<file path="config.mk">
export PLATFORM = sky130hd
export DESIGN_NAME = sar_dev_flat
export DESIGN_NICKNAME = d
export VERILOG_FILES = /design/src/verilog/sar_pkg.sv /design/src/verilog/sar_if.sv /design/src/verilog/sar_dev.sv /design/src/flat_wrapper.sv
export SDC_FILE = /design/constraint.sdc
export NUM_CORES = 1
export LEC_CHECK = 0
export BUFFER_PORTS_ARGS = -buffer_cell sky130_fd_sc_hd__buf_2
export CAP_MARGIN = 20
export CELL_PAD_IN_SITES_DETAIL_PLACEMENT = 1
export CELL_PAD_IN_SITES_GLOBAL_PLACEMENT = 1
export CORE_MARGIN = 4
export CORE_UTILIZATION = 41
export DETAILED_ROUTE_END_ITERATION = 8
export PLACE_DENSITY = 0.76
export RECOVER_POWER = 100
export SETUP_SLACK_MARGIN = 0.02
export SKIP_CTS_REPAIR_TIMING = 1
export SYNTH_ARGS = -nofsm -noshare
export SYNTH_HDL_FRONTEND = slang
export SYNTH_SLANG_ARGS = --single-unit
export TNS_END_PERCENT = 50
</file>
<file path="constraint.sdc">
create_clock -name mclk -period 2.1 [get_ports mclk]
set_input_delay 0.42 -clock mclk [delete_from_list [all_inputs] [get_ports mclk]]
set_output_delay 0.42 -clock mclk [all_outputs]
set_load 0.005 [all_outputs]
</file>
<file path="src/verilog/sar_pkg.sv">
/*
 Constants, state types and timing counts shared by both ends of the
 converter's serial readout link. Assumes a single 40 MHz system clock.
*/
// Summary of operation
// - Host holds frame sync high for chip-select framing
// - Chip-select fall presents the result MSB
// - Later bits shift on rises after a fall
// - Chip-select re-fall mid frame restarts from MSB
// - Frame-sync rise presents the result MSB
// - Frame-sync mode shifts after its fall, fall, rise; the device also arms on a serial clock fall while frame sync is still high
// - Frame sync high at busy fall reloads MSB
// - Frame-sync rise mid frame restarts the frame
// - Conversion completes within the longest conversion time
// - Only start and select steer conversion; internal timing (here power down also ends a conversion)
// - Format select picks straight binary or two's complement
// - Full and mid scale give the tabled codes
// - Result swaps at busy fall; host avoids framing there
// - Host keeps serial clock quiet during conversion
// - Power down releases serial out, resumes on release
// - Start low at end of conversion enters nap
// - Qualified start follows start only while selected
// - Start fall converts; fall mid conversion aborts
// - Start high and selected begins sampling, else wait
package sar_pkg;
    localparam int RES_W = 18;
    localparam logic [RES_W-1:0] ABORT_CODE = 18'h3fc00;
    localparam logic [4:0] LAST_BIT = 5'h11;
    // ------------------------------------------------------------
    // Timing
    // ------------------------------------------------------------
    localparam int CLK_MHZ = 40;
    localparam real CONV_TIME_US = 1.16;
    localparam int CONV_CYC = int'($floor(CONV_TIME_US * CLK_MHZ));
    localparam real SCLK_HALF_NS = 100.0;
    localparam int SCLK_HALF_CYC = int'($floor(SCLK_HALF_NS * CLK_MHZ / 1000.0));
    localparam int CTL_HOLD_CYC = 4;
    // ------------------------------------------------------------
    // Host register map
    // ------------------------------------------------------------
    localparam logic [3:0] REG_CTRL = 4'h0;
    localparam logic [3:0] REG_CMD = 4'h4;
    localparam logic [3:0] REG_STAT = 4'h8;
    localparam logic [3:0] REG_DATA = 4'hc;
    localparam int CTRL_FS_MODE = 0;
    localparam int CTRL_PDOWN = 1;
    localparam int CMD_CONV = 0;
    localparam int CMD_READ = 1;
    localparam int STAT_BUSY = 0;
    localparam int STAT_ACTIVE = 1;
    localparam int STAT_VALID = 2;
    typedef enum logic [2:0] {ST_WAIT, ST_SAMPLE, ST_CONVERT, ST_NAP, ST_PWRDN} sar_dev_st_e;
    typedef enum logic [2:0] {H_IDLE, H_CV_SET, H_CV_LOW, H_CV_REL, H_RD_WAIT, H_RD_SYNC,
        H_RD_CLK} sar_host_st_e;
endpackage

</file>
<file path="src/verilog/sar_if.sv">
/*
 Pin-level link between converter and host controller.
 Assumes the bench resolves sdo from sdo_oe; no clocking block.
*/
interface sar_if;
    logic cs_n;
    logic frame_sync;
    logic sclk;
    logic conv_start;
    logic power_down_pin;
    logic busy;
    logic sdo;
    logic sdo_oe;
    modport dev (input cs_n, frame_sync, sclk, conv_start, power_down_pin,
        output busy, sdo, sdo_oe);
    modport host (output cs_n, frame_sync, sclk, conv_start, power_down_pin,
        input busy, sdo, sdo_oe);
endinterface

</file>
<file path="src/verilog/sar_dev.sv">
/*
 Converter end: conversion sequencing, result latch, output coding and
 the serial readout in both framing modes.
 Assumes all link pins are asynchronous to mclk; adc_code models the
 comparator result in straight binary.
*/
module sar_dev
    import sar_pkg::*;
(
    input wire logic mclk,
    input wire logic nrst,
    sar_if.dev lnk,
    input wire logic [sar_pkg::RES_W-1:0] adc_code,
    input wire logic format_select,
    output logic napping,
    output logic powered_down
);
    import sar_pkg::*;

    // ------------------------------------------------------------
    // Pin synchronisers
    // ------------------------------------------------------------
    // Order: cs_n, frame_sync, sclk, conv_start, power_down_pin
    logic [4:0] sy1_ff;
    logic [4:0] sy2_ff;
    logic [4:0] sy3_ff;

    always_ff @(posedge mclk or negedge nrst)
    begin
        if (!nrst)
        begin
            // Idle pin levels, power down released: no false edge or power down after reset
            sy1_ff <= 5'h1e;
            sy2_ff <= 5'h1e;
            sy3_ff <= 5'h1e;
        end
        else
        begin
            sy1_ff <= {lnk.cs_n, lnk.frame_sync, lnk.sclk, lnk.conv_start,
                lnk.power_down_pin};
            sy2_ff <= sy1_ff;
            sy3_ff <= sy2_ff;
        end
    end

    logic cs_low;
    logic cs_fall;
    logic fs_s;
    logic fs_rise;
    logic sclk_rise;
    logic sclk_fall;
    logic conv_s;
    logic pd_s;

    assign cs_low = ~sy2_ff[4];
    assign cs_fall = sy3_ff[4] & ~sy2_ff[4];
    assign fs_s = sy2_ff[3];
    assign fs_rise = sy2_ff[3] & ~sy3_ff[3];
    assign sclk_rise = sy2_ff[2] & ~sy3_ff[2];
    assign sclk_fall = sy3_ff[2] & ~sy2_ff[2];
    assign conv_s = sy2_ff[1];
    assign pd_s = sy2_ff[0];

    // ------------------------------------------------------------
    // Conversion control
    // ------------------------------------------------------------
    sar_dev_st_e state_ff;
    sar_dev_st_e nxt_state;
    logic [5:0] cnt_ff;
    logic [5:0] nxt_cnt;
    logic qual_ff;
    logic nxt_qual;
    logic [RES_W-1:0] result_ff;
    logic [RES_W-1:0] nxt_result;
    logic busy_ff;
    logic [RES_W-1:0] coded;
    logic qual_fall;
    logic busy_fall;

    // Two's complement of an offset-binary span is the MSB flipped
    assign coded = {adc_code[RES_W-1] ^ format_select, adc_code[RES_W-2:0]};

    always_comb
    begin
        nxt_state = state_ff;
        nxt_cnt = cnt_ff;
        nxt_result = result_ff;
        nxt_qual = cs_low ? conv_s : qual_ff;
        qual_fall = qual_ff & ~nxt_qual;
        case (state_ff)
            ST_WAIT, ST_NAP:
            begin
                if (nxt_qual && cs_low)
                begin
                    nxt_state = ST_SAMPLE;
                end
            end
            ST_SAMPLE:
            begin
                if (qual_fall)
                begin
                    nxt_state = ST_CONVERT;
                    nxt_cnt = 6'h0;
                end
            end
            ST_CONVERT:
            begin
                nxt_cnt = cnt_ff + 6'h1;
                if (qual_fall)
                begin
                    nxt_state = ST_WAIT;
                    nxt_result = ABORT_CODE;
                end
                else if (cnt_ff == 6'(CONV_CYC - 1))
                begin
                    nxt_result = coded;
                    if (nxt_qual && cs_low)
                    begin
                        nxt_state = ST_SAMPLE;
                    end
                    else if (!nxt_qual)
                    begin
                        nxt_state = ST_NAP;
                    end
                    else
                    begin
                        nxt_state = ST_WAIT;
                    end
                end
            end
            default:
            begin
                nxt_state = ST_WAIT;
            end
        endcase
        if (pd_s)
        begin
            nxt_state = ST_PWRDN;
        end
        busy_fall = (state_ff == ST_CONVERT) && (nxt_state != ST_CONVERT);
    end

    // ------------------------------------------------------------
    // Serial readout
    // ------------------------------------------------------------
    logic [RES_W-1:0] shift_ff;
    logic [RES_W-1:0] nxt_shift;
    logic [4:0] bits_ff;
    logic [4:0] nxt_bits;
    logic armed_ff;
    logic nxt_armed;
    logic act_ff;
    logic nxt_act;
    logic cs_mode;

    // Frame sync held high selects chip-select framing
    assign cs_mode = fs_s;

    always_comb
    begin
        nxt_shift = shift_ff;
        nxt_bits = bits_ff;
        nxt_armed = armed_ff;
        nxt_act = act_ff;
        if (nxt_state == ST_PWRDN)
        begin
            nxt_act = 1'b0;
            nxt_armed = 1'b0;
        end
        else if ((cs_mode && cs_fall) || fs_rise)
        begin
            // A new frame always wins over one in flight
            nxt_shift = nxt_result;
            nxt_bits = 5'h0;
            nxt_armed = 1'b0;
            nxt_act = 1'b1;
        end
        else if (busy_fall && fs_s)
        begin
            nxt_shift = nxt_result;
            nxt_bits = 5'h0;
            nxt_armed = 1'b0;
            nxt_act = 1'b1;
        end
        else if (cs_mode && !cs_low)
        begin
            nxt_act = 1'b0;
            nxt_armed = 1'b0;
        end
        else if (act_ff && cs_low)
        begin
            if (sclk_fall && (cs_mode || !fs_s))
            begin
                nxt_armed = 1'b1;
            end
            else if (sclk_rise && armed_ff)
            begin
                nxt_shift = {shift_ff[RES_W-2:0], 1'b0};
                nxt_bits = bits_ff + 5'h1;
                // No data is promised past the last bit of a frame
                if (bits_ff == LAST_BIT)
                begin
                    nxt_act = 1'b0;
                end
            end
        end
    end

    // ------------------------------------------------------------
    // State registers
    // ------------------------------------------------------------
    logic oe_ff;
    logic nap_ff;

    always_ff @(posedge mclk or negedge nrst)
    begin
        if (!nrst)
        begin
            state_ff <= ST_WAIT;
            cnt_ff <= 6'h0;
            qual_ff <= 1'b1;
            result_ff <= '0;
            busy_ff <= 1'b0;
            shift_ff <= '0;
            bits_ff <= 5'h0;
            armed_ff <= 1'b0;
            act_ff <= 1'b0;
            oe_ff <= 1'b0;
            nap_ff <= 1'b0;
        end
        else
        begin
            state_ff <= nxt_state;
            cnt_ff <= nxt_cnt;
            qual_ff <= nxt_qual;
            result_ff <= nxt_result;
            busy_ff <= (nxt_state == ST_CONVERT);
            shift_ff <= nxt_shift;
            bits_ff <= nxt_bits;
            armed_ff <= nxt_armed;
            act_ff <= nxt_act;
            oe_ff <= (nxt_state != ST_PWRDN);
            nap_ff <= (nxt_state == ST_NAP);
        end
    end

    assign lnk.busy = busy_ff;
    assign lnk.sdo = shift_ff[RES_W-1];
    assign lnk.sdo_oe = oe_ff;
    assign napping = nap_ff;
    assign powered_down = ~oe_ff;
endmodule

</file>
<file path="src/flat_wrapper.sv">
// flat-port wrapper written by rule: the top's interface ports become plain ports
module sar_dev_flat import sar_pkg::*;
  (mclk, nrst, adc_code, format_select, napping, powered_down, lnk_cs_n, lnk_frame_sync, lnk_sclk, lnk_conv_start, lnk_power_down_pin, lnk_busy, lnk_sdo, lnk_sdo_oe);
  sar_if lnk_i ();
  input wire logic mclk;
  input wire logic nrst;
  input wire logic [sar_pkg::RES_W-1:0] adc_code;
  input wire logic format_select;
  output logic napping;
  output logic powered_down;
  input wire logic [$bits(lnk_i.cs_n)-1:0] lnk_cs_n;
  input wire logic [$bits(lnk_i.frame_sync)-1:0] lnk_frame_sync;
  input wire logic [$bits(lnk_i.sclk)-1:0] lnk_sclk;
  input wire logic [$bits(lnk_i.conv_start)-1:0] lnk_conv_start;
  input wire logic [$bits(lnk_i.power_down_pin)-1:0] lnk_power_down_pin;
  output wire logic [$bits(lnk_i.busy)-1:0] lnk_busy;
  output wire logic [$bits(lnk_i.sdo)-1:0] lnk_sdo;
  output wire logic [$bits(lnk_i.sdo_oe)-1:0] lnk_sdo_oe;
  assign lnk_i.cs_n = lnk_cs_n;
  assign lnk_i.frame_sync = lnk_frame_sync;
  assign lnk_i.sclk = lnk_sclk;
  assign lnk_i.conv_start = lnk_conv_start;
  assign lnk_i.power_down_pin = lnk_power_down_pin;
  assign lnk_busy = lnk_i.busy;
  assign lnk_sdo = lnk_i.sdo;
  assign lnk_sdo_oe = lnk_i.sdo_oe;
  sar_dev u_core (.mclk(mclk), .nrst(nrst), .lnk(lnk_i), .adc_code(adc_code), .format_select(format_select), .napping(napping), .powered_down(powered_down));
endmodule
</file>
### Yosys cells after proc, flatten, opt, wreduce, memory -nomap -nowiden

Index checks and enable logic that the tools add are counted.

| word-level totals | value |
|---|---|
| register bits after elaboration | 71 |
| bits in latches | 0 |
| memory bits (writable) | 0 |
| bits in read-only memories | 0 |
| input port bits | 26 |
| output and inout port bits | 5 |
| word-level logic and storage cells | 104 |
| memories | 0 |

| cells by class | value |
|---|---|
| $add $sub $neg | 2 |
| $mul | 0 |
| div/mod/pow operators | 0 |
| $lt $le $gt $ge | 0 |
| eq/ne operators | 14 |
| shift operators | 0 |
| muxes and demuxes | 40 |
| bitwise operators | 13 |
| reduce and logical (&&, ||, !) cells | 21 |

Operators with widths:

| kind | number |
|---|---|
| $mux W18 | 9 |
| $mux W5 | 6 |
| $reduce_bool A5 Y1 | 4 |
| $mux W3 | 6 |
| $mux W1 | 15 |
| $eq A3 B2 Y1 const B | 4 |
| $pmux W6 S2 | 1 |
| $pmux W3 S3 | 1 |
| $logic_and A1 B1 Y1 | 7 |
| $not A1 Y1 | 7 |
| $add A6 B1 Y6 const B | 1 |
| $eq A6 B6 Y1 const B | 1 |
| $mux W6 | 1 |
| $ne A3 B3 Y1 const B | 2 |
| $reduce_bool A3 Y1 | 2 |
| $add A5 B1 Y5 const B | 1 |
| $and A1 B1 Y1 | 5 |
| $eq A5 B5 Y1 const B | 1 |
| $ne A5 B5 Y1 const B | 1 |
| $reduce_and A5 Y1 | 1 |
| $reduce_and A2 Y1 | 2 |
| $reduce_and A4 Y1 | 1 |
| $eq A3 B1 Y1 const B | 1 |
| $eq A3 B3 Y1 const B | 1 |
| 9 further kinds | 9 |

### Logic depth before layout (Yosys ltp)

| depth | value |
|---|---|
| word-level depth | 13 |
| mapped depth | 9 |
| depth with buffers taken out | 8 |

### Worst setup path after synthesis

No wires, ideal clock.

| timing | value |
|---|---|
| path kind | register -> register |
| start point | reg u_core.sy2_ff[4] |
| end point | reg u_core.shift_ff[17] |
| library setup time | 126 ps |
| arrival | 2057 ps |
| required time | 1974 ps |
| setup slack | -83 ps |
| stages on the path, launching flop included | 8 |
| path buffers | 1 |
| period minus slack after synthesis | 2183 ps |
| cell sequence | dfstp_2 > buf_2 > nand2_1 > a2111oi_2 > o41ai_4 > a21oi_4 > nor2_1 > a221o_1 |

| between the ends | value |
|---|---|
| cells in the longest elaborated chain, start to end | 12 |
| elaborated cells between the ends (all ways) | 32 |
| classes of those cells | eq/ne (4); mux (13); bitwise (5); reduce/logical (10) |

Ends and longest elaborated chain:

| element | line | source |
|---|---|---|
| start: declaration | sar_dev.sv:25 | `logic [4:0] sy2_ff;` |
| start signal: assignment | sar_dev.sv:41 | `sy2_ff <= sy1_ff;` |
| $mux W1 or $not A1 Y1 (tied branches) | sar_dev.sv:88, sar_dev.sv:55 |  |
| $mux W2 or $logic_and A1 B1 Y1 (tied branches) | sar_dev.sv:121, sar_dev.sv:93, sar_dev.sv:117 |  |
| $mux W3 | sar_dev.sv:117 | `if (nxt_qual && cs_low)` |
| $mux W3 | sar_dev.sv:114 | `else if (cnt_ff == 6'(CONV_CYC - 1))` |
| $mux W3 | sar_dev.sv:109 | `if (qual_fall)` |
| $pmux W3 S3 * | sar_dev.sv:90 | `case (state_ff)` |
| $mux W3 * | sar_dev.sv:136 | `if (pd_s)` |
| named net u_core.nxt_state[1] | sar_dev.sv:68 | `sar_dev_st_e nxt_state;` |
| $ne A3 B2 Y1 | sar_dev.sv:140 | `busy_fall = (state_ff == ST_CONVERT) && (nxt_state != ST_CONVERT);` |
| $logic_and A1 B1 Y1 | sar_dev.sv:140 |  |
| $logic_and A1 B1 Y1 | sar_dev.sv:178 | `else if (busy_fall && fs_s)` |
| $ne A3 B3 Y1 (no source line) (tied with other cells) | - |  |
| $reduce_and A5 Y1 (no source line) or $mux W18 (tied branches) | - |  |
| end signal: assignment | sar_dev.sv:238 | `shift_ff <= nxt_shift;` |
| end: declaration | sar_dev.sv:146 | `logic [RES_W-1:0] shift_ff;` |

The timed path passes the listed nets; every way through them passes the cells marked *.
A chain may end at the register's enable or synchronous reset.

### Worst setup path in the final report

| timing | value |
|---|---|
| start point | reg u_core.state_ff[0] |
| end point | reg u_core.shift_ff[15] |

| between the ends | value |
|---|---|
| cells in the longest elaborated chain, start to end | 9 |
| elaborated cells between the ends (all ways) | 24 |
| classes of those cells | eq/ne (7); mux (9); bitwise (1); reduce/logical (7) |

Ends and longest elaborated chain:

| element | line | source |
|---|---|---|
| start: declaration | sar_dev.sv:67 | `sar_dev_st_e state_ff;` |
| start signal: assignment | sar_dev.sv:233 | `state_ff <= nxt_state;` |
| $eq A3 B2 Y1 (tied with other cells) | sar_dev.sv:90 |  |
| $reduce_or A2 Y1 or $mux W3 (tied branches) | sar_dev.sv:90, sar_dev.sv:109 |  |
| $pmux W3 S3 | sar_dev.sv:90 |  |
| $mux W3 | sar_dev.sv:136 |  |
| $ne A3 B2 Y1 | sar_dev.sv:140 |  |
| $logic_and A1 B1 Y1 | sar_dev.sv:140 |  |
| $logic_and A1 B1 Y1 | sar_dev.sv:178 |  |
| $ne A3 B3 Y1 (no source line) (tied with other cells) | - |  |
| $reduce_and A5 Y1 (no source line) or $mux W18 (tied branches) | - |  |

Several ways; a longest one is shown, not always the timed one.

==> flow_summary.ini <==
[power]
p_per_area_mw_per_mm2 = 772
p_leak_nw = 1.67
ir_drop_uv = 383

[yosys]
yosys_warnings = 0
ys_seq_area_share_pct = 58.7
synth_nets = 305
synthAdderAreaFrac_pct = 1.69
synth_edf_count = 0
netlist.area_leader.share_pct = 48.1
synthSimpleGateAreaFrac_pct = 14.1
synth_top_family_by_area = compound AO/OA/AOI/OAI gates
ys_async_sr_fraction_pct = 100
ys_top_cells_by_area = dfrtp_1, dfstp_2, nand2_1
synth.distinct_cells = 48
synthMuxAreaShare_pct = 2.36
synth_ff_type = dfrtp_1
synth_xor_area_share_pct = 0.886
postSynthCellCount = 275
synth_area_leader_cell = dfrtp_1
syn_area_mm2 = 0.00297
synth_compound_area_share_pct = 17.9
ys_ff_latch = 69
synth_area_per_cell_um2 = 10.8

[timing]
finalHoldViolations = 0
slew-limit-headroom_pct = -10.9
slew_viol_final = 70
fin_crit_ps = 2230
worst_pin_slew_ps = 1660
setup_viol = 20
clock_skew_ps = 14.1
clock.fmax_mhz = 449
rsz0062_at_grt = true
finalWorstSetupSlack_ps = -128
hold_slack_ps = 166
fin_setup_tns_ps = -1890
fin_crit_sh_pct = 106

[grt]
grt_max_degree = 70
grt_pass1_wl_um = 12100
grt_pass1_vias = 2473
grt_use_total_pct = 17.8
antenna_found_initial = 0
overflow = 0

[setup_path]
crit_path_max_incr_delay_ps = 420
critPathRequiredTime_ps = 2330
crit_type = reg -> reg
crit_fanout = 6
end_kind = flop
crit_buf_inv = 1
timing.critical_path.mode_cell = a21oi_4
path_delay_family = compound AO/OA/AOI/OAI gates
crit_slowest_cell = or3b_4
crit_path_start_kind = flop
timing.rr.start = u_core.state_ff[0]
ff2ff_path_depth = 7
reg2reg_to = u_core.shift_ff[15]
arrival_ps = 2460
path_depth = 7
rrSetupSlack_ps = -130
cp_cell_sequence = or3b_4 > nor4_4 > buf_4 > a211oi_4 > a21oi_4 > a21oi_4 > a221o_1

[drt]
drt-initial-drc-count = 111
avgRoutedWirePerCell_um = 16.7
vias_per_cell = 5.27
routed_wl_um = 7370
antenna_left = 0
drc = 0
via_count = 2324
first_pass_iters = 4

[placement]
port_buffers = 30
pre_cts_ws_ps = -185
gp_congestion = 0.817
place_hpwl_um = 4880
placed_area_mm2 = 0.00348
placed_cells = 422

[clock_network]
cts_tree = yes
clock_sinks = 69
ctsLongestPathBuffers = 2
cts_buffers = 9
htreeDepth = 3
insertion_delay_ps = 350
cts.clk_slew.worst_paths_ps = 80
root_buffer = clkbuf_8

[final_layout]
final_nets = 370
drive_above_1_share_pct = 30.1
nFillCells = 779
stdcell_count = 441
antenna_cells = 0
syn2layout_area_growth_pct = 27.7
fin_area_mm2 = 0.00379

[floorplanning]
dieHeight_um = 93.0
dieWidth_um = 93.0
coreArea_mm2 = 0.00691
dieArea_mm2 = 0.00866
core.rowCount = 30
start_util_pct = 42.9
io_pins = 31

[status]
violations = capacitance limit, slew limit, setup timing
status = finished with violations

[job]
maxCapViolCount = 1

[hold_path]
hold_path_end = u_core.sy1_ff[4]
hold_depth = 1
hold_path.class = in -> reg
min_from = lnk_cs_n
## cells in the final DEF (no fill, tap or decap), types with 3 or more instances in the layout
cell type	count
a21oi_1	27
a21oi_2	5
a21oi_4	3
a221o_1	8
and2_1	3
buf_2	26
buf_4	29
bufinv_16	3
clkbuf_1	7
clkbuf_8	9
dfrtp_1	57
dfstp_1	3
dfstp_2	9
ha_1	4
inv_1	17
mux2i_1	7
nand2_1	44
nand2b_1	3
nand3_1	8
nor2_1	8
nor3_1	3
o21ai_0	9
o22ai_1	9
## kinds of logic (layout without fill, tap and decap cells)
| kind of cell | Yosys count | in the layout |
|---|---|---|
| buf+inv | 30 | 99 |
| fa+ha+maj | 4 | 4 |
| mux | 7 | 7 |
| simple gates | 85 | 85 |
| compound gates | 77 | 78 |
| xor+xnor | 3 | 3 |
| flops | 69 | 69 |
## per-layer routing
layer / up-vias / track usage [%] / part of all wire (%)
li1: 1099 / - / -
met1: 1174 / 24.2 / 45
met2: 41 / 27.5 / 49
met3: 10 / 3.70 / 3.6
met4: 0 / 8.06 / 1.6
met5: - / 0 / 0
## how the worst max path moves through the flow
stage                        from                   to  slack (ps)
2_1_floorplan    u_core.sy2_ff[4]   u_core.shift_ff[2]          40
3_3_place_gp   u_core.state_ff[2]  u_core.shift_ff[16]        -140
3_5_place_dp   u_core.state_ff[2]  u_core.shift_ff[15]        -190
4_1_cts          u_core.sy2_ff[4]   u_core.shift_ff[5]        -230
5_1_grt        u_core.state_ff[0]  u_core.shift_ff[15]        -260
6_report       u_core.state_ff[0]  u_core.shift_ff[15]        -130
## metrics by stage
step                util, %  power (W)
CTS                    53.9    0.00295
global route           54.8    0.00304
detailed placement     50.5    0.00163
finish                 54.8    0.00293
global placement       50.5    0.00162
floorplan                 -    0.00152
## synth_stat cells, types with 2 or more instances
library cell / instances
dfrtp_1: 57
nand2_1: 44
a21oi_1: 32
inv_1: 17
dfstp_2: 12
o21ai_0: 10
nand3_1: 9
nor2_1: 9
o22ai_1: 9
a221o_1: 8
buf_2: 8
mux2i_1: 7
clkbuf_1: 4
ha_1: 4
and2_1: 3
nand2b_1: 3
nor3_1: 3
a211o_1: 2
nand4_1: 2
nor2b_1: 2
or3_1: 2
xor2_1: 2
## state kept, by name, indices dropped and copies added (netlist names)
signal             count
u_core.result_ff      18
u_core.shift_ff       18
u_core.cnt_ff          6
u_core.bits_ff         5
u_core.sy1_ff          5
u_core.sy2_ff          5
u_core.state_ff        3
u_core.sy3_ff          3
u_core.act_ff          1
u_core.armed_ff        1
u_core.lnk.busy        1
u_core.lnk.sdo_oe      1
u_core.napping         1
u_core.qual_ff         1
## where the power goes
group          internal (W)  leakage [nW]  switching (W)
Clock              0.000789         0.116       0.000524
Combinational     0.0000861         0.802       0.000104
Sequential          0.00139         0.746      0.0000347
Total               0.00226          1.67       0.000663
## area by class of cell
class	count	area, um2	area share (%)
clock buffers	10	128	3.37
clock inverters	6	111	2.94
inverters	17	63.8	1.68
multi-input cells	177	1190	31.4
flip-flops and latches	69	1740	46.0
well taps	96	120	3.17
repair buffers	66	434	11.5
Power figures use the tool's default switching activity.
